`src/rtl/scan_ctrl_defines.vh`:
```
`ifndef SCAN_CTRL_DEFINES_VH
`define SCAN_CTRL_DEFINES_VH

// Word addresses on the bus (byte address = index * 4)
`define ADDR_MEAS_CTRL 4'h0
`define ADDR_ALERT 4'h1
`define ADDR_ENGINE 4'h2

// Control register fields
`define BIT_COMPLETE 15
`define BIT_TIMEOUT 14
`define BIT_READY 13
`define BIT_AMEND 10
`define BIT_FILTERED_READBACK_SELECT 9
`define SCAN_TYPE_HI 8
`define SCAN_TYPE_LO 6
`define OVS_HI 5
`define OVS_LO 3
`define BIT_ALTPATH 2
`define BIT_SWEEP 1
`define BIT_REQUEST 0
`define MEAS_CTRL_RESET 16'h0000
// Bits 12:1 that software simply stores
`define STORE_MASK 16'h1FFE

// Scan types
`define SCAN_ADC 3'h0
`define SCAN_ADC_COMP 3'h1
`define SCAN_COMP 3'h2
`define SCAN_CAL 3'h3
`define SCAN_SW_SHORT 3'h4
`define SCAN_SW_OPEN 3'h5
`define SCAN_ODD_OPEN 3'h6
`define SCAN_EVEN_OPEN 3'h7

// Oversampling codes
`define OVS_16X 3'h3

`endif

```
`src/rtl/measurement_scan_control.v`:
```
// What this block does
// - Amend bit set: scaled ADC result moved into IIR accumulator at sequence end.
// - In balancing modes the amend bit is ignored and treated as one.
// - Readback bit picks unfiltered or IIR data for cell and block registers.
// - Readback bit latched at scan request; steers sum, min, max, spread, alerts.
// - Scan-type field bits 8:6 selects one of eight scan kinds.
// - Comparator scans force unipolar and skip bipolar-configured cells.
// - Calibration scan updates correction coefficients and measures nothing else.
// - In balancing modes the scan-type field is ignored; ADC-only scan runs.
// - Oversampling field bits 5:3 gives 1,4,8,16,32,64 or 128 acquisitions.
// - Oversampling field is disregarded during calibration scans.
// - In balancing modes oversampling field is ignored; sixteen times applies.
// - Path bit routes cells via primary mux at zero, alternate at one.
// - A switch diagnostic scan type overrides the path bit.
// - Sweep bit zero selects pyramid (default), one selects ramp.
// - Ramp ignored for comparator and calibration scans; balancing uses pyramid.
// - Scan-request bit is a self-clearing strobe and reads as zero.
// - Writing request one starts a sequence and a result transfer.
// - Writing request zero does a transfer or setup without a sequence.
// - Request while busy or complete stores bits 12:1, rejects, raises alert.
// - A write without request can clear complete, timeout and ready flags.
// - Complete flag set when acquisition ends; requests rejected while it is high.
// - Ready flag set once all results moved together to data registers.
// - Complete, timeout, ready clear only on written zero; writing one does nothing.
`timescale 1ns/1ps
`include "scan_ctrl_defines.vh"

module measurement_scan_control (
    input wire clk_i,
    input wire rst_i,
    // Classic Wishbone slave
    input wire wb_cyc_i,
    input wire wb_stb_i,
    input wire wb_we_i,
    input wire [3:0] wb_adr_i,
    input wire [3:0] wb_sel_i,
    input wire [31:0] wb_dat_i,
    output reg [31:0] wb_dat_o,
    output reg wb_ack_o,
    // Balancing-mode indication from the balancing engine (asynchronous)
    input wire auto_balance_i,
    // Engine events, same clock domain, one-cycle pulses
    input wire acq_done_i,
    input wire acq_timeout_i,
    input wire results_moved_i,
    // Sequencer controls
    output reg scan_start_o,
    output reg transfer_o,
    output reg setup_apply_o,
    output reg scan_busy_o,
    output reg [2:0] scan_type_o,
    output reg [7:0] sample_count_o,
    output reg iir_amend_o,
    output reg filtered_readback_o,
    output reg stats_filtered_o,
    output reg alt_path_o,
    output reg ramp_sweep_o,
    output reg unipolar_force_o,
    output reg skip_bipolar_o,
    output reg calibrate_o,
    output reg comparator_en_o,
    output reg adc_en_o,
    output reg request_rejected_alert_o
);

    // Software-held fields 12:1
    reg [15:0] ctrl_q;
    reg complete_q;
    reg timeout_q;
    reg ready_q;
    reg busy_q;
    reg bal_meta_q;
    reg bal_q;
    reg scan_bal_q;

    // Oversampling code to number of acquisitions
    function [7:0] ovs_count;
        input [2:0] code;
        begin
            case (code)
                3'h0: ovs_count = 8'h01;
                3'h1: ovs_count = 8'h04;
                3'h2: ovs_count = 8'h08;
                3'h3: ovs_count = 8'h10;
                3'h4: ovs_count = 8'h20;
                3'h5: ovs_count = 8'h40;
                default: ovs_count = 8'h80;
            endcase
        end
    endfunction

    // Scan type uses the comparator
    function uses_comp;
        input [2:0] t;
        begin
            uses_comp = (t == `SCAN_ADC_COMP) || (t == `SCAN_COMP);
        end
    endfunction

    wire bus_req = wb_cyc_i & wb_stb_i & ~wb_ack_o;
    wire ctrl_wr = bus_req & wb_we_i & (wb_adr_i == `ADDR_MEAS_CTRL);
    wire lo_wr = ctrl_wr & wb_sel_i[0];
    wire hi_wr = ctrl_wr & wb_sel_i[1];
    wire alert_wr = bus_req & wb_we_i & (wb_adr_i == `ADDR_ALERT) & wb_sel_i[0];
    wire req_wr = lo_wr & wb_dat_i[`BIT_REQUEST];
    wire reject = req_wr & (busy_q | complete_q);
    wire accept = req_wr & ~busy_q & ~complete_q;

    // Fields as they stand after this write
    wire [15:0] wmask = {{8{hi_wr}}, {8{lo_wr}}} & `STORE_MASK;
    wire [15:0] ctrl_d = (ctrl_q & ~wmask) | (wb_dat_i[15:0] & wmask);
    wire [2:0] type_d = ctrl_d[`SCAN_TYPE_HI:`SCAN_TYPE_LO];
    wire bal_now = bal_q;
    wire [2:0] eff_type = bal_now ? `SCAN_ADC : type_d;

    always @(posedge clk_i) begin
        if (rst_i) begin
            bal_meta_q <= 1'b0;
            bal_q <= 1'b0;
        end else begin
            bal_meta_q <= auto_balance_i;
            bal_q <= bal_meta_q;
        end
    end

    always @(posedge clk_i) begin
        if (rst_i) begin
            ctrl_q <= `MEAS_CTRL_RESET;
            complete_q <= 1'b0;
            timeout_q <= 1'b0;
            ready_q <= 1'b0;
            busy_q <= 1'b0;
            scan_bal_q <= 1'b0;
            request_rejected_alert_o <= 1'b0;
        end else begin
            // bits 12:1 stored even on reject
            ctrl_q <= ctrl_d;
            // set wins over a written zero
            if (acq_done_i & busy_q)
                complete_q <= 1'b1;
            else if (hi_wr & ~wb_dat_i[`BIT_COMPLETE])
                complete_q <= 1'b0;
            if (acq_timeout_i & busy_q)
                timeout_q <= 1'b1;
            else if (hi_wr & ~wb_dat_i[`BIT_TIMEOUT])
                timeout_q <= 1'b0;
            if (results_moved_i)
                ready_q <= 1'b1;
            else if (hi_wr & ~wb_dat_i[`BIT_READY])
                ready_q <= 1'b0;
            if (accept) begin
                busy_q <= 1'b1;
                scan_bal_q <= bal_now;
            end else if ((acq_done_i | acq_timeout_i) & busy_q) begin
                busy_q <= 1'b0;
            end
            if (reject)
                request_rejected_alert_o <= 1'b1;
            else if (alert_wr & wb_dat_i[0])
                request_rejected_alert_o <= 1'b0;
        end
    end

    // Scan settings captured at the accepted request; strobes, readback select and amend pulse updated every cycle
    always @(posedge clk_i) begin
        if (rst_i) begin
            scan_start_o <= 1'b0;
            transfer_o <= 1'b0;
            setup_apply_o <= 1'b0;
            scan_type_o <= `SCAN_ADC;
            sample_count_o <= 8'h01;
            iir_amend_o <= 1'b0;
            filtered_readback_o <= 1'b0;
            stats_filtered_o <= 1'b0;
            alt_path_o <= 1'b0;
            ramp_sweep_o <= 1'b0;
            unipolar_force_o <= 1'b0;
            skip_bipolar_o <= 1'b0;
            calibrate_o <= 1'b0;
            comparator_en_o <= 1'b0;
            adc_en_o <= 1'b0;
        end else begin
            scan_start_o <= accept;
            transfer_o <= lo_wr;
            setup_apply_o <= lo_wr & ~wb_dat_i[`BIT_REQUEST];
            filtered_readback_o <= ctrl_d[`BIT_FILTERED_READBACK_SELECT];
            if (accept) begin
                scan_type_o <= eff_type;
                stats_filtered_o <= ctrl_d[`BIT_FILTERED_READBACK_SELECT];
                if (eff_type == `SCAN_CAL)
                    sample_count_o <= 8'h01;
                else if (bal_now)
                    sample_count_o <= ovs_count(`OVS_16X);
                else
                    sample_count_o <= ovs_count(ctrl_d[`OVS_HI:`OVS_LO]);
                if (eff_type == `SCAN_SW_SHORT || eff_type == `SCAN_SW_OPEN)
                    alt_path_o <= 1'b1;
                else
                    alt_path_o <= ctrl_d[`BIT_ALTPATH];
                // ramp only for plain ADC-class scans
                ramp_sweep_o <= ctrl_d[`BIT_SWEEP] & ~bal_now & ~uses_comp(eff_type)
                                & (eff_type != `SCAN_CAL);
                unipolar_force_o <= uses_comp(eff_type);
                skip_bipolar_o <= uses_comp(eff_type);
                calibrate_o <= (eff_type == `SCAN_CAL);
                comparator_en_o <= uses_comp(eff_type);
                adc_en_o <= (eff_type != `SCAN_COMP) && (eff_type != `SCAN_CAL);
            end
            iir_amend_o <= acq_done_i & busy_q & (scan_type_o != `SCAN_CAL)
                           & (scan_bal_q | ctrl_q[`BIT_AMEND]);
        end
    end

    always @(posedge clk_i) begin
        if (rst_i)
            scan_busy_o <= 1'b0;
        else
            scan_busy_o <= accept | (busy_q & ~(acq_done_i | acq_timeout_i));
    end

    // Bus answer one cycle after the request
    always @(posedge clk_i) begin
        if (rst_i) begin
            wb_ack_o <= 1'b0;
            wb_dat_o <= 32'h0000_0000;
        end else begin
            wb_ack_o <= bus_req;
            wb_dat_o <= 32'h0000_0000;
            if (bus_req & ~wb_we_i) begin
                case (wb_adr_i)
                    `ADDR_MEAS_CTRL: wb_dat_o <= {16'h0000, complete_q, timeout_q, ready_q,
                                                  ctrl_q[12:1], 1'b0};
                    `ADDR_ALERT: wb_dat_o <= {31'h0, request_rejected_alert_o};
                    `ADDR_ENGINE: wb_dat_o <= {29'h0, scan_bal_q, bal_q, busy_q};
                    default: wb_dat_o <= 32'h0000_0000;
                endcase
            end
        end
    end

endmodule // measurement_scan_control

```
`config.mk`:
```
export PLATFORM = sky130hd
export DESIGN_NAME = measurement_scan_control
export DESIGN_NICKNAME = d
export VERILOG_FILES = /design/src/rtl/measurement_scan_control.v
export VERILOG_INCLUDE_DIRS = /design/src /design/src/rtl
export SDC_FILE = /design/constraint.sdc
export NUM_CORES = 1
export LEC_CHECK = 0
export BUFFER_PORTS_ARGS = -buffer_cell sky130_fd_sc_hd__clkbuf_2
export CAP_MARGIN = 20
export CORE_MARGIN = 5
export CORE_UTILIZATION = 25
export CTS_BUF_LIST = sky130_fd_sc_hd__clkbuf_8 sky130_fd_sc_hd__clkbuf_16
export DETAILED_ROUTE_END_ITERATION = 8
export SLEW_MARGIN = 0
export SYNTH_ARGS = -nofsm -noshare
export SYNTH_HDL_FRONTEND = slang
export SYNTH_SLANG_ARGS = --single-unit
export TNS_END_PERCENT = 30
```
`constraint.sdc`:
```
create_clock -name clk_i -period 4.2 [get_ports clk_i]
set_input_delay 0.42 -clock clk_i [delete_from_list [all_inputs] [get_ports clk_i]]
set_output_delay 0.42 -clock clk_i [all_outputs]
set_load 0.01 [all_outputs]
```
; ---- After elaboration in Yosys (flattened, before gate mapping)
; Index checks and enable logic that the tools add are counted.
[op_classes]
bitwise_logic = 47
mux = 16
eq_ne = 15
n_reduce_logical = 11
[op_table]
columns = operator, count
row1 = $pmux 16 s3, 1
row2 = $pmux 8 s6, 1
row3 = $and 1x1->1, 27
row4 = $and 16x13->16, 1
row5 = $and 16x16->16, 1
row6 = $mux 8, 2
row7 = $not 13->16, 1
row8 = $or 16x16->16, 1
row9 = $eq 3x2->1 const B, 4
row10 = $eq 3x3->1 const B, 4
row11 = $not 1->1, 12
row12 = $mux 1, 11
row13 = $reduce_bool 2->1, 5
row14 = $ne 3x2->1 const B, 3
row15 = $eq 3x1->1 const B, 2
row16 = $eq 4x1->1 const B, 1
row17 = $eq 4x2->1 const B, 1
row18 = $logic_not 4->1, 1
row19 = $or 1x1->1, 4
row20 = $logic_not 3->1, 1
row21 = $mux 3, 1
row22 = $logic_or 1x1->1, 2
row23 = $reduce_or 2->1, 1
row24 = $logic_and 1x1->1, 1
[word_totals]
wordCells = 114
output_inout_bits = 59
register_bits = 80
input_bits = 49

; ---- Longest topological paths before layout
; Gate-level depths: netlist of run 1.
[logic_depth]
ltp_word = 14
ltp_mapped = 8
ltp_nobuf = 5

; ---- Least setup slack after synthesis of run 1
; Ideal clock, no wire load.
[synth_timing]
path_type = input to register
start = input port wb_adr_i[1]
end = register sample_count_o[4]
setup_time_ps = 116
t_arrival_ps = 1816
stages = 7
n_path_buf = 2
path_slack_ps = 2268
t_required_ps = 4084
path_cell_list = nor4_4 nand3_4 buf_6 buf_2 nand4b_1 o311ai_0 a31o_2
[synth_between]
elab_chain_cells = 10
word_cells_on_any_way = 22
classes_between = eq/ne (6) / mux (4) / bitwise (10) / reduce/logical (2)
[synth_rtl]
columns = element, line
row1 = from (decl), measurement_scan_control.v:35  ; input wire [3:0] wb_adr_i,
row2 = $logic_not 4->1 *, --
row3 = $and 1x1->1 *, measurement_scan_control.v:101  ; wire ctrl_wr = bus_req & wb_we_i & (wb_adr_i == `ADDR_MEAS_CTRL);
row4 = $and 1x1->1, measurement_scan_control.v:102  ; wire lo_wr = ctrl_wr & wb_sel_i[0];
row5 = $not 13->16, measurement_scan_control.v:111  ; wire [15:0] ctrl_d = (ctrl_q & ~wmask) | (wb_dat_i[15:0] & wmask);
row6 = $and 16x16->16, measurement_scan_control.v:111
row7 = $or 16x16->16, measurement_scan_control.v:111
row8 = "$eq 3x3->1, or another cell as far along", measurement_scan_control.v:80  ; case (code)
row9 = $pmux 8 s6, measurement_scan_control.v:80
row10 = $mux 8, measurement_scan_control.v:192  ; else if (bal_now)
row11 = $mux 8, measurement_scan_control.v:190  ; if (eff_type == `SCAN_CAL)
row12 = to (signal assigned), measurement_scan_control.v:193  ; sample_count_o <= ovs_count(`OVS_16X);
row13 = to (signal assigned), measurement_scan_control.v:195  ; sample_count_o <= ovs_count(ctrl_d[`OVS_HI:`OVS_LO]);
row14 = to (decl), measurement_scan_control.v:52  ; output reg [7:0] sample_count_o,
; Mark *: on every way between the ends. The rest lies on a longest branch, timed or not.
; A chain may end at the register's enable or synchronous reset.

; ---- Worst setup path after layout of run 1
[layout_timing]
start = input port wb_adr_i[1]
end = register sample_count_o[5]
; The elaborated chain is that of the path after synthesis.

==> summary.txt, run 1 <==
Yosys
  • Mapped Area: approximately 2300 um2
  • Post-synth EDFFs: 0
  • Mux cell area share after synthesis: under 10%
  • Largest cells by area after synthesis: dfxtp_1 (50%), buf_4 (6.1%), mux2i_1 (5.6%)
  • Synthesis warning total: 0
  • Area share of fa/ha/maj cells after synthesis: 0%
  • Synth unique cells: 50
  • Avg Cell Area, Syn: around 9.6 um2
  • Post-synthesis sequential area ratio: around half
  • Mapped Cells: around 240
  • Area leader, netlist: dfxtp_1
  • Ys flop type: dfxtp_1
  • Post-synthesis compound-gate area fraction: 11.3%
  • Largest family of logic cells by synthesized area: simple AND/OR/NAND/NOR gates
  • Async S/R FF share, synth: 0%
  • Simple-Gate Fraction of Synth Area: 21.6%
  • Yosys top cell area share: between 40% and 50%
  • XOR/XNOR Fraction of Synth Area: 0.374%
  • Number of synthesized register bits: 58

STA
  • Crit path time final: 2.49 ns
  • Hold_ws: between 0.2 and 0.3 ns
  • Max Slew Vio Count: 0
  • Tightest Pin Transition: roughly 0.97 ns
  • Final worst slack: 1.71 ns
  • Final setup TNS: 0 ns
  • # setup viols final: 0
  • Top achievable clock speed: between 400 and 500 MHz
  • Worst rel slew slack: 35.1%
  • Final Hold Fails: 0
  • Layout Skew: 0.00588 ns
  • RSZ-0062 raised after global routing: false
  • Final Cycle Share: between 50% and 60%

Floorplan
  • Ports: about 110
  • Initial Util: roughly 25%
  • Die X: between 100 and 150 um
  • Row count: 35
  • Die Area: 11400 um2
  • Die Ht: about 110 um
  • Core box area: 9200 um2

Placement
  • Placed inst area: 2730 um2
  • Port bufs: between 70 and 80
  • Placed instance count: approximately 410
  • Global placer's final weighted congestion: between 0.7 and 0.8
  • Setup WS pre-CTS: 1.32 ns
  • Final HPWL DP: about 4400 um

Clock tree
  • TritonCTS sink count: 58
  • # hold bufs at CTS: 0
  • CTS tree: built
  • Root Driver: clkbuf_8
  • Htree depth: 3
  • Clk buf depth: 2
  • CTS buffer count: 9
  • Reg clk slew, reported paths: roughly 0.07 ns
  • Post-CTS resize count: 0
  • Setup bufs post-CTS: 0
  • Clk_lat worst skew: between 0.3 and 0.4 ns

Critical path
  • Crit Path Class: in -> reg
  • Worst r2r dst: sample_count_o[7]
  • CP Capture Type: register
  • Reg2reg path depth: 5
  • Max FO, Critical Path: 21
  • Worst path arrival time: around 2.7 ns
  • Critical path required time: around 4.4 ns
  • Startpoint type of the worst setup path: input pin
  • Setup crit end: sample_count_o[5]
  • Crit path from: wb_adr_i[1]
  • Reg2reg setup slack: around 2.1 ns
  • R2R Path Start: wb_ack_o

Layout
  • Share of cells above drive strength 1: 32.1%
  • Final nets: approximately 360
  • Most common cell after layout, fill and taps aside: clkbuf_2
  • Final instance count without filler cells: approximately 430
  • Final core utilization: 32.0%
  • Ant. Diodes: 0
  • Commonest non-fill, non-tap cells in the layout: clkbuf_2 (72), dfxtp_1 (58), nor2_1 (32)
  • Syn-to-layout area delta: 25.6%
  • Finished Cell Area: roughly 2900 um2

Drt
  • WL final: between 6000 and 7000 um
  • 1st-iter DRT viols: between 100 and 150
  • Final antenna-violating net count: 0
  • TritonRoute pass-1 iters: 4
  • Vias per cell: between 4 and 5
  • Routed via count: between 1500 and 2000
  • Drt drc: 0
  • Wirelength per Cell: 14.1 um

Global routing
  • Vias in the first global route: around 1900
  • Largest net degree at the start of global routing: 39
  • Total track usage: approximately 11%
  • First-pass GRT wire length: 9490 um
  • Initial antenna violation count: 0
  • Global route overflow: 0

Power and ir drop
  • P_leak: between 1 and 1.5 nW
  • Pwr Total: roughly 1.2 mW
  • Power per standard cell area: about 400 nW/um2
  • VDD IR max: around 0.00011 V

Job
  • Max cap viols: 0

Run status
  • Status: finished clean

Worst hold path
  • HP Class: in -> reg
## how the worst min path moves through the flow
stage / startpoint / slack [ns] / to / cells past startpoint
finish: wb_dat_i[0] / 0.27 / setup_apply_o / 2
global route: wb_dat_i[0] / 0.25 / setup_apply_o / 2
CTS: wb_dat_i[0] / 0.26 / setup_apply_o / 2
detailed placement: bal_meta_q / 0.43 / bal_now / 1
global placement: bal_meta_q / 0.43 / bal_now / 1
floorplan: bal_meta_q / 0.41 / bal_now / 1
## sequential cells by signal, indices dropped and copies added (netlist names), 3 cells and up, named ones only
| register | flops |
|---|---|
| wb_dat_o | 16 |
| scan_type_o | 3 |
| sample_count_o | 7 |
| ctrl_q | 9 |
## layout make-up
type | count | area [um2]
repair buffers | 74 | 375
flip-flops and latches | 58 | 1160
clock buffers | 10 | 138
fillers | 979 | 6250
multi-input cells | 167 | 1040
clock inverters | 6 | 80.1
inverters | 3 | 11.3
well taps | 111 | 139
## routing by layer
layer  part of all wire, %  wire length (um)  track usage, %
met1                    43              2600            12.8
met2                    45              2720            16.6
met3                    11               660            5.54
met4                   1.1                64            3.84
met5                     0                 0               0
## synthesized netlist by cell type, drive strengths merged (2+ instances only)
cell,instances
mux2i,15
nor3,4
o311ai,2
a31o,3
nand2,20
a21oi,11
inv,3
mux2,2
a2bb2oi,2
o21ai,9
nor2,32
or3b,2
nor4,3
dfxtp,58
buf,23
nor2b,2
clkbuf,8
and3,16
nand4,2
nand3,4
nand3b,2
## cell families after synthesis
group / count (synthesis)
other: 1
multiplexers: 17
buffers and inverters: 34
XOR/XNOR: 1
AO/OA/AOI/OAI: 38
flip-flops: 58
AND/OR/NAND/NOR: 94
## power by group
part	internal, mW	switching [mW]
logic	0.0169	0.0332
registers	0.552	0.00158
clock network	0.346	0.218
total	0.915	0.253
## critical path, cell delays in order
cell and delay [ns]:
clkbuf_2 0.14, nor4_4 0.87, nand3_4 0.43, mux2i_1 0.49
a211o_1 0.23, o21ai_0 0.11
(Power assumes the default switching activity.)
==> run 2: changes to the inputs <==
clock period = 2.1 ns   (was 4.2 ns; I/O delays follow)
==> run 2 against run 1 <==
Core utilization rose by 0.44 points; sequential share of layout area is 0.53 points lower; cell count rose by 1.9%; register-to-register slack lost 2.0 ns; via count is 1.7% lower; worst setup slack got worse by 1.5 ns; power rose by 91%; clock power grew 81%; die area stayed put; routed wire length decreased by 0.84%; critical path type is now reg -> reg; critical endpoint is now sample_count_o[4]; largest power group is now registers; highest routed layer unchanged.
==> summary.txt, run 2 (synthesis gave the netlist of run 1 again) <==
Layout
  • Final instance count without filler cells: 437 (was 429)
  • Fill count: 963 (was 979)
  • Most common cell after layout, fill and taps aside: clkbuf_2 (unchanged)
  • Largest register FFs: 16 (unchanged)
  • Syn-to-layout area delta: 27.3% (was 25.6%)
  • Ant. Diodes: 0 (unchanged)
  • Top flop regs: wb_dat_o x16, ctrl_q x9, sample_count_o x7 (unchanged)
  • Share of cells above drive strength 1: 32.8% (was 32.1%)
  • Finished Cell Area: 2980 um2 (was 2940 um2)
  • Commonest non-fill, non-tap cells in the layout: clkbuf_2 (72), dfxtp_1 (58), nor2_1 (32) (unchanged)
  • Final nets: 370 (was 362)
  • Biggest register: wb_dat_o (unchanged)

Power and ir drop
  • Power per standard cell area: 748 nW/um2 (was 397 nW/um2)
  • P_leak: 1.46 nW (was 1.42 nW)
  • Clock power frac: 45.6% (was 48.3%)
  • Sequential Power Share: 49.6% (was 47.4%)
  • Net Switching: 491 uW (was 253 uW)
  • Internal power: 1.74 mW (was 915 uW)
  • VDD IR max: 0.000243 V (was 0.000113 V)
  • Switching Fraction: 22.0% (was 21.7%)
  • Combinational fraction of design power: 4.7% (was 4.3%)

Job
  • Max cap viols: 0 (unchanged)

Critical path
  • Reg2reg path depth: 5 (unchanged)
  • Startpoint type of the worst setup path: register (was input pin)
  • Max incr delay on CP: 0.47 ns (was 0.87 ns)
  • Worst r2r dst: sample_count_o[4] (was sample_count_o[7])
  • Critical path required time: 2.32 ns (was 4.41 ns)
  • Crit path from: wb_ack_o (was wb_adr_i[1])
  • Setup crit end: sample_count_o[4] (was sample_count_o[5])
  • Reg2reg setup slack: 0.17 ns (was 2.13 ns)
  • Max FO, Critical Path: 17 (was 21)
  • Crit Path Class: reg -> reg (was in -> reg)
  • CP Capture Type: register (unchanged)
  • Worst path arrival time: 2.15 ns (was 2.71 ns)
  • R2R Path Start: wb_ack_o (unchanged)
  • Slowest cell on the critical path: and4b_1 (was nor4_4)
  • CP Cell Sequence: and4b_1 -> nand3_4 -> mux2i_1 -> a31oi_1 -> a31o_2 (was clkbuf_2 -> nor4_4 -> nand3_4 -> mux2i_1 -> a211o_1 -> o21ai_0)

Global routing
  • Initial antenna violation count: 0 (unchanged)
  • Global route overflow: 0 (unchanged)
  • Total track usage: 10.9% (was 10.8%)
  • Largest net degree at the start of global routing: 24 (was 39)
  • Vias in the first global route: 1843 (was 1894)
  • First-pass GRT wire length: 9530 um (was 9490 um)

Placement
  • Placed inst area: 2790 um2 (was 2730 um2)
  • Global placer's final weighted congestion: 0.774 (was 0.786)
  • Placed instance count: 421 (was 413)
  • Port bufs: 72 (unchanged)
  • Setup WS pre-CTS: 0.0883 ns (was 1.32 ns)
  • Final HPWL DP: 4570 um (was 4440 um)

Floorplan
  • Die X: 107 um (unchanged)
  • Ports: 108 (unchanged)
  • Initial Util: 25.5% (unchanged)
  • Row count: 35 (unchanged)
  • Die Area: 11400 um2 (unchanged)
  • Die Ht: 107 um (unchanged)
  • Core box area: 9200 um2 (unchanged)

Drt
  • Vias per cell: 4.28 (was 4.44)
  • Final antenna-violating net count: 0 (unchanged)
  • 1st-iter DRT viols: 106 (was 119)
  • Routed via count: 1871 (was 1904)
  • Drt drc: 0 (unchanged)
  • TritonRoute pass-1 iters: 4 (unchanged)
  • Wirelength per Cell: 13.7 um (was 14.1 um)
  • WL final: 5990 um (was 6040 um)

STA
  • RSZ-0062 raised after global routing: false (unchanged)
  • Hold_ws: 0.0877 ns (was 0.274 ns)
  • Final Cycle Share: 91.7%
  • Crit path time final: ~1.9 ns
  • Top achievable clock speed: roughly 520 MHz
  • # setup viols final: 0 (unchanged)
  • Final Hold Fails: 0 (unchanged)
  • Layout Skew: 0.00768 ns (was 0.00588 ns)
  • Final worst slack: 0.174 ns (was 1.71 ns)
  • Final setup TNS: 0 ns (unchanged)
  • Max Slew Vio Count: 0 (unchanged)

Clock tree
  • TritonCTS sink count: 58 (unchanged)
  • Clk buf depth: 2 (unchanged)
  • Htree depth: 3 (unchanged)
  • Clk_lat worst skew: 0.33 ns (about the same)
  • Reg clk slew, reported paths: 0.06 ns (was 0.07 ns)
  • Post-CTS resize count: 0 (unchanged)
  • # hold bufs at CTS: 0 (unchanged)
  • CTS tree: built (unchanged)
  • CTS buffer count: 9 (unchanged)
  • Setup bufs post-CTS: 0 (unchanged)
  • Root Driver: clkbuf_8 (unchanged)

Worst hold path
  • HP Class: in -> reg (unchanged)

Run status
  • Status: finished clean (unchanged)
-- run 2: changes by cell type in the layout (fill, tap and decap cells not counted), sizes merged --
cell and change:
clkinv -3, bufinv -1, clkbuf +1, inv +3, buf +8
-- run 2: per-stage QoR --
| stage | power (mW) | utilization, % |
|---|---|---|
| after global routing | 2.32 | 32.4 |
| after global placement | 1.24 | 30.3 |
| after CTS | 2.26 | 32.4 |
| after detailed placement | 1.24 | 30.3 |
| final | 2.23 | 32.4 |
| after floorplan | 1.21 | - |
-- run 2: layer usage --
metal	up-vias	routed length, um	global-route usage [%]
li1	968	-	-
met1	825	2760	13.7
met2	72	2550	16.4
met3	6	617	5.24
met4	0	69	3.29
met5	-	0	0
-- run 2: power groups by stage --
| stage | combinational [mW] | clock [mW] | sequential, mW |
|---|---|---|---|
| floorplan | 0.0737 | 0 | 1.13 |
| global placement | 0.104 | 0 | 1.13 |
| detailed placement | 0.105 | 0 | 1.13 |
| CTS | 0.106 | 1.05 | 1.11 |
| global route | 0.118 | 1.10 | 1.11 |
| finish | 0.106 | 1.02 | 1.11 |
-- run 2: layout make-up --
type	instances	area [um2]	area share (%)
clock buffer	11	151	5.07
sequential	58	1160	38.9
inverter	3	11.3	0.377
timing repair buffer	82	435	14.6
tap	111	139	4.65
multi-input combinational	167	1040	34.8
clock inverter	5	46.3	1.55
-- run 2: worst max-delay path: cells and delay by family (launching register included) --
family,cells,cell delay (ns)
and+or+nand+nor,2,0.73
AOI/OAI and AO/OA,2,0.44
DFF,1,0.33
muxes,1,0.32
-- run 2: how the worst min path moves through the flow --
stage	startpoint	end	slack, ns	cells past startpoint
finish	wb_dat_i[0]	setup_apply_o	0.09	2
detailed placement	wb_dat_i[0]	setup_apply_o	0.42	2
floorplan	wb_dat_i[0]	setup_apply_o	0.29	1
global route	wb_dat_i[0]	setup_apply_o	0.08	2
global placement	wb_dat_i[0]	setup_apply_o	0.42	2
CTS	wb_dat_i[0]	setup_apply_o	0.06	2
==> run 3: changes to the inputs <==
ABC_AREA = 1   (was unset)
==> run 3 against run 2 <==
Core utilization down 0.24 points; clock power down 16%; combinational power up 5%; worst setup slack better by 0.19 ns; critical path depth up 5; largest cell class unchanged; cell count up 13%; sequential cell count unchanged; routed wire length up 5.9%; hold slack worse by 0.015 ns; area after synthesis up 2.0%; power down 6.9%; clock skew down 0.00084 ns.
==> summary.txt, run 3 <==
Run status
  • Status: finished clean (unchanged)

Power and ir drop
  • P_leak: 1.36 nW (was 1.46 nW)
  • Power per standard cell area: 695 nW/um2 (was 748 nW/um2)
  • VDD IR max: 0.000235 V (was 0.000243 V)
  • Pwr Total: 2.08 mW (was 2.23 mW)
  • Internal power: 1.60 mW (was 1.74 mW)
  • Net Switching: 473 uW (was 491 uW)
  • Sequential Power Share: 53.4% (was 49.6%)
  • Switching Fraction: 22.8% (was 22.0%)
  • Combinational fraction of design power: 5.3% (was 4.7%)
  • Clock power frac: 41.3% (was 45.6%)

Yosys
  • Commonest cells in the netlist: dfxtp_1 (58), nand2_1 (38), inv_1 (24), nor2_1 (24), nand3_1 (20) (was dfxtp_1 (58), nor2_1 (32), nand2_1 (20))
  • Synthesis warning total: 0 (unchanged)
  • Post-synth EDFFs: 0 (unchanged)
  • Top-count cell post-synth: dfxtp_1 (unchanged)
  • Mapped Area: 2390 um2 (was 2340 um2)
  • Largest cells by area after synthesis: dfxtp_1 (49%), buf_4 (6.0%), nand2_1 (6.0%) (was dfxtp_1 (50%), buf_4 (6.1%), mux2i_1 (5.6%))
  • Post-synthesis sequential area ratio: 48.6% (was 49.5%)
  • Avg Cell Area, Syn: 8.33 um2 (was 9.64 um2)
  • Synth unique cells: 35 (was 50)
  • Ys flop type: dfxtp_1 (unchanged)
  • Yosys top cell area share: 48.6% (was 49.5%)
  • Async S/R FF share, synth: 0% (unchanged)
  • Area leader, netlist: dfxtp_1 (unchanged)
  • Mapped Cells: 287 (was 243)
  • Number of synthesized register bits: 58 (unchanged)

Clock tree
  • Clk_lat worst skew: 0.33 ns (about the same)
  • Htree depth: 3 (unchanged)
  • CTS tree: built (unchanged)
  • Root Driver: clkbuf_8 (unchanged)
  • CTS buffer count: 9 (unchanged)
  • Post-CTS resize count: 0 (unchanged)
  • Clk buf depth: 2 (unchanged)
  • Reg clk slew, reported paths: 0.06 ns (about the same)
  • # hold bufs at CTS: 0 (unchanged)
  • Setup bufs post-CTS: 0 (unchanged)
  • TritonCTS sink count: 58 (unchanged)

STA
  • # setup viols final: 0 (unchanged)
  • Top achievable clock speed: 577 MHz (was 519 MHz)
  • Final setup TNS: 0 ns (unchanged)
  • Max Slew Vio Count: 0 (unchanged)
  • Final worst slack: 0.366 ns (was 0.174 ns)
  • RSZ-0062 raised after global routing: false (unchanged)
  • Final Hold Fails: 0 (unchanged)
  • Crit path time final: 1.73 ns (was 1.93 ns)
  • Hold_ws: 0.0726 ns (was 0.0877 ns)
  • Layout Skew: 0.00685 ns (was 0.00768 ns)
  • Final Cycle Share: 82.5% (was 91.7%)

Layout
  • Final core utilization: 32.2% (was 32.4%)
  • Ant. Diodes: 0 (unchanged)
  • Syn-to-layout area delta: 25.1% (was 27.3%)
  • Largest register FFs: 16 (unchanged)
  • Final instance count without filler cells: 495 (was 437)
  • Finished Cell Area: 2990 um2 (was 2980 um2)
  • Fill count: 1046 (was 963)
  • Biggest register: wb_dat_o (unchanged)
  • Commonest non-fill, non-tap cells in the layout: clkbuf_2 (72), dfxtp_1 (58), nand2_1 (38) (was clkbuf_2 (72), dfxtp_1 (58), nor2_1 (32))
  • Share of cells above drive strength 1: 35.0% (was 32.8%)
  • Top flop regs: wb_dat_o x16, ctrl_q x9, sample_count_o x7 (unchanged)
  • Most common cell after layout, fill and taps aside: clkbuf_2 (unchanged)
  • Final nets: 413 (was 370)

Drt
  • Drt drc: 0 (unchanged)
  • WL final: 6350 um (was 5990 um)
  • Final antenna-violating net count: 0 (unchanged)
  • 1st-iter DRT viols: 61 (was 106)
  • Vias per cell: 4.08 (was 4.28)
  • Routed via count: 2020 (was 1871)
  • TritonRoute pass-1 iters: 4 (unchanged)
  • Wirelength per Cell: 12.8 um (was 13.7 um)

Placement
  • Global placer's final weighted congestion: 0.764 (was 0.774)
  • Final HPWL DP: 4970 um (was 4570 um)
  • Placed instance count: 482 (was 421)
  • Placed inst area: 2830 um2 (was 2790 um2)
  • Port bufs: 72 (unchanged)
  • Setup WS pre-CTS: 0.242 ns (was 0.0883 ns)

Global routing
  • Initial antenna violation count: 0 (unchanged)
  • Global route overflow: 0 (unchanged)
  • Total track usage: 11.4% (was 10.9%)
  • Largest net degree at the start of global routing: 16 (was 24)
  • First-pass GRT wire length: 10100 um (was 9530 um)
  • Vias in the first global route: 1966 (was 1843)

Critical path
  • CP Cell Sequence: inv_1 -> nand3_1 -> nor2_2 -> nand3_4 -> nand2_1 -> nand3_2 -> nor2_2 -> nand2_2 -> nand3_1 -> a21oi_1 (was and4b_1 -> nand3_4 -> mux2i_1 -> a31oi_1 -> a31o_2)
  • Max FO, Critical Path: 14 (was 17)
  • Critical path required time: 2.31 ns (was 2.32 ns)
  • Crit Path Class: reg -> reg (unchanged)
  • Startpoint type of the worst setup path: register (unchanged)
  • Max incr delay on CP: 0.30 ns (was 0.47 ns)
  • Crit path from: wb_ack_o (unchanged)
  • Slowest cell on the critical path: dfxtp_1 (was and4b_1)
  • R2R Path Start: wb_ack_o (unchanged)
  • Worst path arrival time: 1.94 ns (was 2.15 ns)
  • CP Capture Type: register (unchanged)

Floorplan
  • Die Ht: 108 um (was 107 um)
  • Die Area: 11600 um2 (was 11400 um2)
  • Ports: 108 (unchanged)
  • Initial Util: 25.8% (was 25.5%)
  • Die X: 108 um (was 107 um)
  • Core box area: 9280 um2 (was 9200 um2)
  • Row count: 35 (unchanged)

Worst hold path
  • Hold Path Origin: auto_balance_i (was wb_dat_i[0])
  • HP Class: in -> reg (unchanged)

Job
  • Max cap viols: 0 (unchanged)
==> run 3: worst max-delay path: cells and delay by family, from the launching register on <==
family / cells / cell delay, ns
and+or+nand+nor: 8 / 1.19
DFF: 1 / 0.30
AOI/OAI and AO/OA: 1 / 0.06
buffers and inverters: 1 / 0.06
==> run 3: power by group through the flow <==
stage          clock network [mW]  registers [mW]  logic, mW
2_1_floorplan                   0            1.13     0.0774
3_3_place_gp                    0            1.13      0.109
3_5_place_dp                    0            1.13      0.111
4_1_cts                     0.875            1.11      0.111
5_1_grt                     0.927            1.11      0.124
6_report                    0.858            1.11      0.111
==> run 3: final cells by class <==
cell class / instances / area (um2) / share of cell area [%]
Tap cell: 129 / 161 / 5.40
Clock buffer: 11 / 151 / 5.06
Sequential cell: 58 / 1160 / 38.8
Multi-Input combinational cell: 183 / 973 / 32.6
Clock inverter: 2 / 7.51 / 0.251
Timing Repair Buffer: 78 / 405 / 13.6
Inverter: 34 / 130 / 4.35
==> run 3: cell families after synthesis <==
group / synth area share [%]
buffers and inverters: 13.3
other: 0.157
AND/OR/NAND/NOR: 26.5
flip-flops: 48.6
AO/OA/AOI/OAI: 11.5
==> run 3: routing by layer <==
layer  wire length (um)  vias up  global-route usage [%]
li1                   -     1049                       -
met1               2800      900                    14.1
met2               2920       63                    17.7
met3                550        8                    4.14
met4                 80        0                    4.69
met5                  0        -                       0
==> run 3: final timing paths <==
check,to,slack (ns),depth (start not counted)
max,sample_count_o[4],0.37,10
max reg2reg,sample_count_o[4],0.37,10
min,bal_meta_q,0.07,3
min reg2reg,bal_now,0.40,2
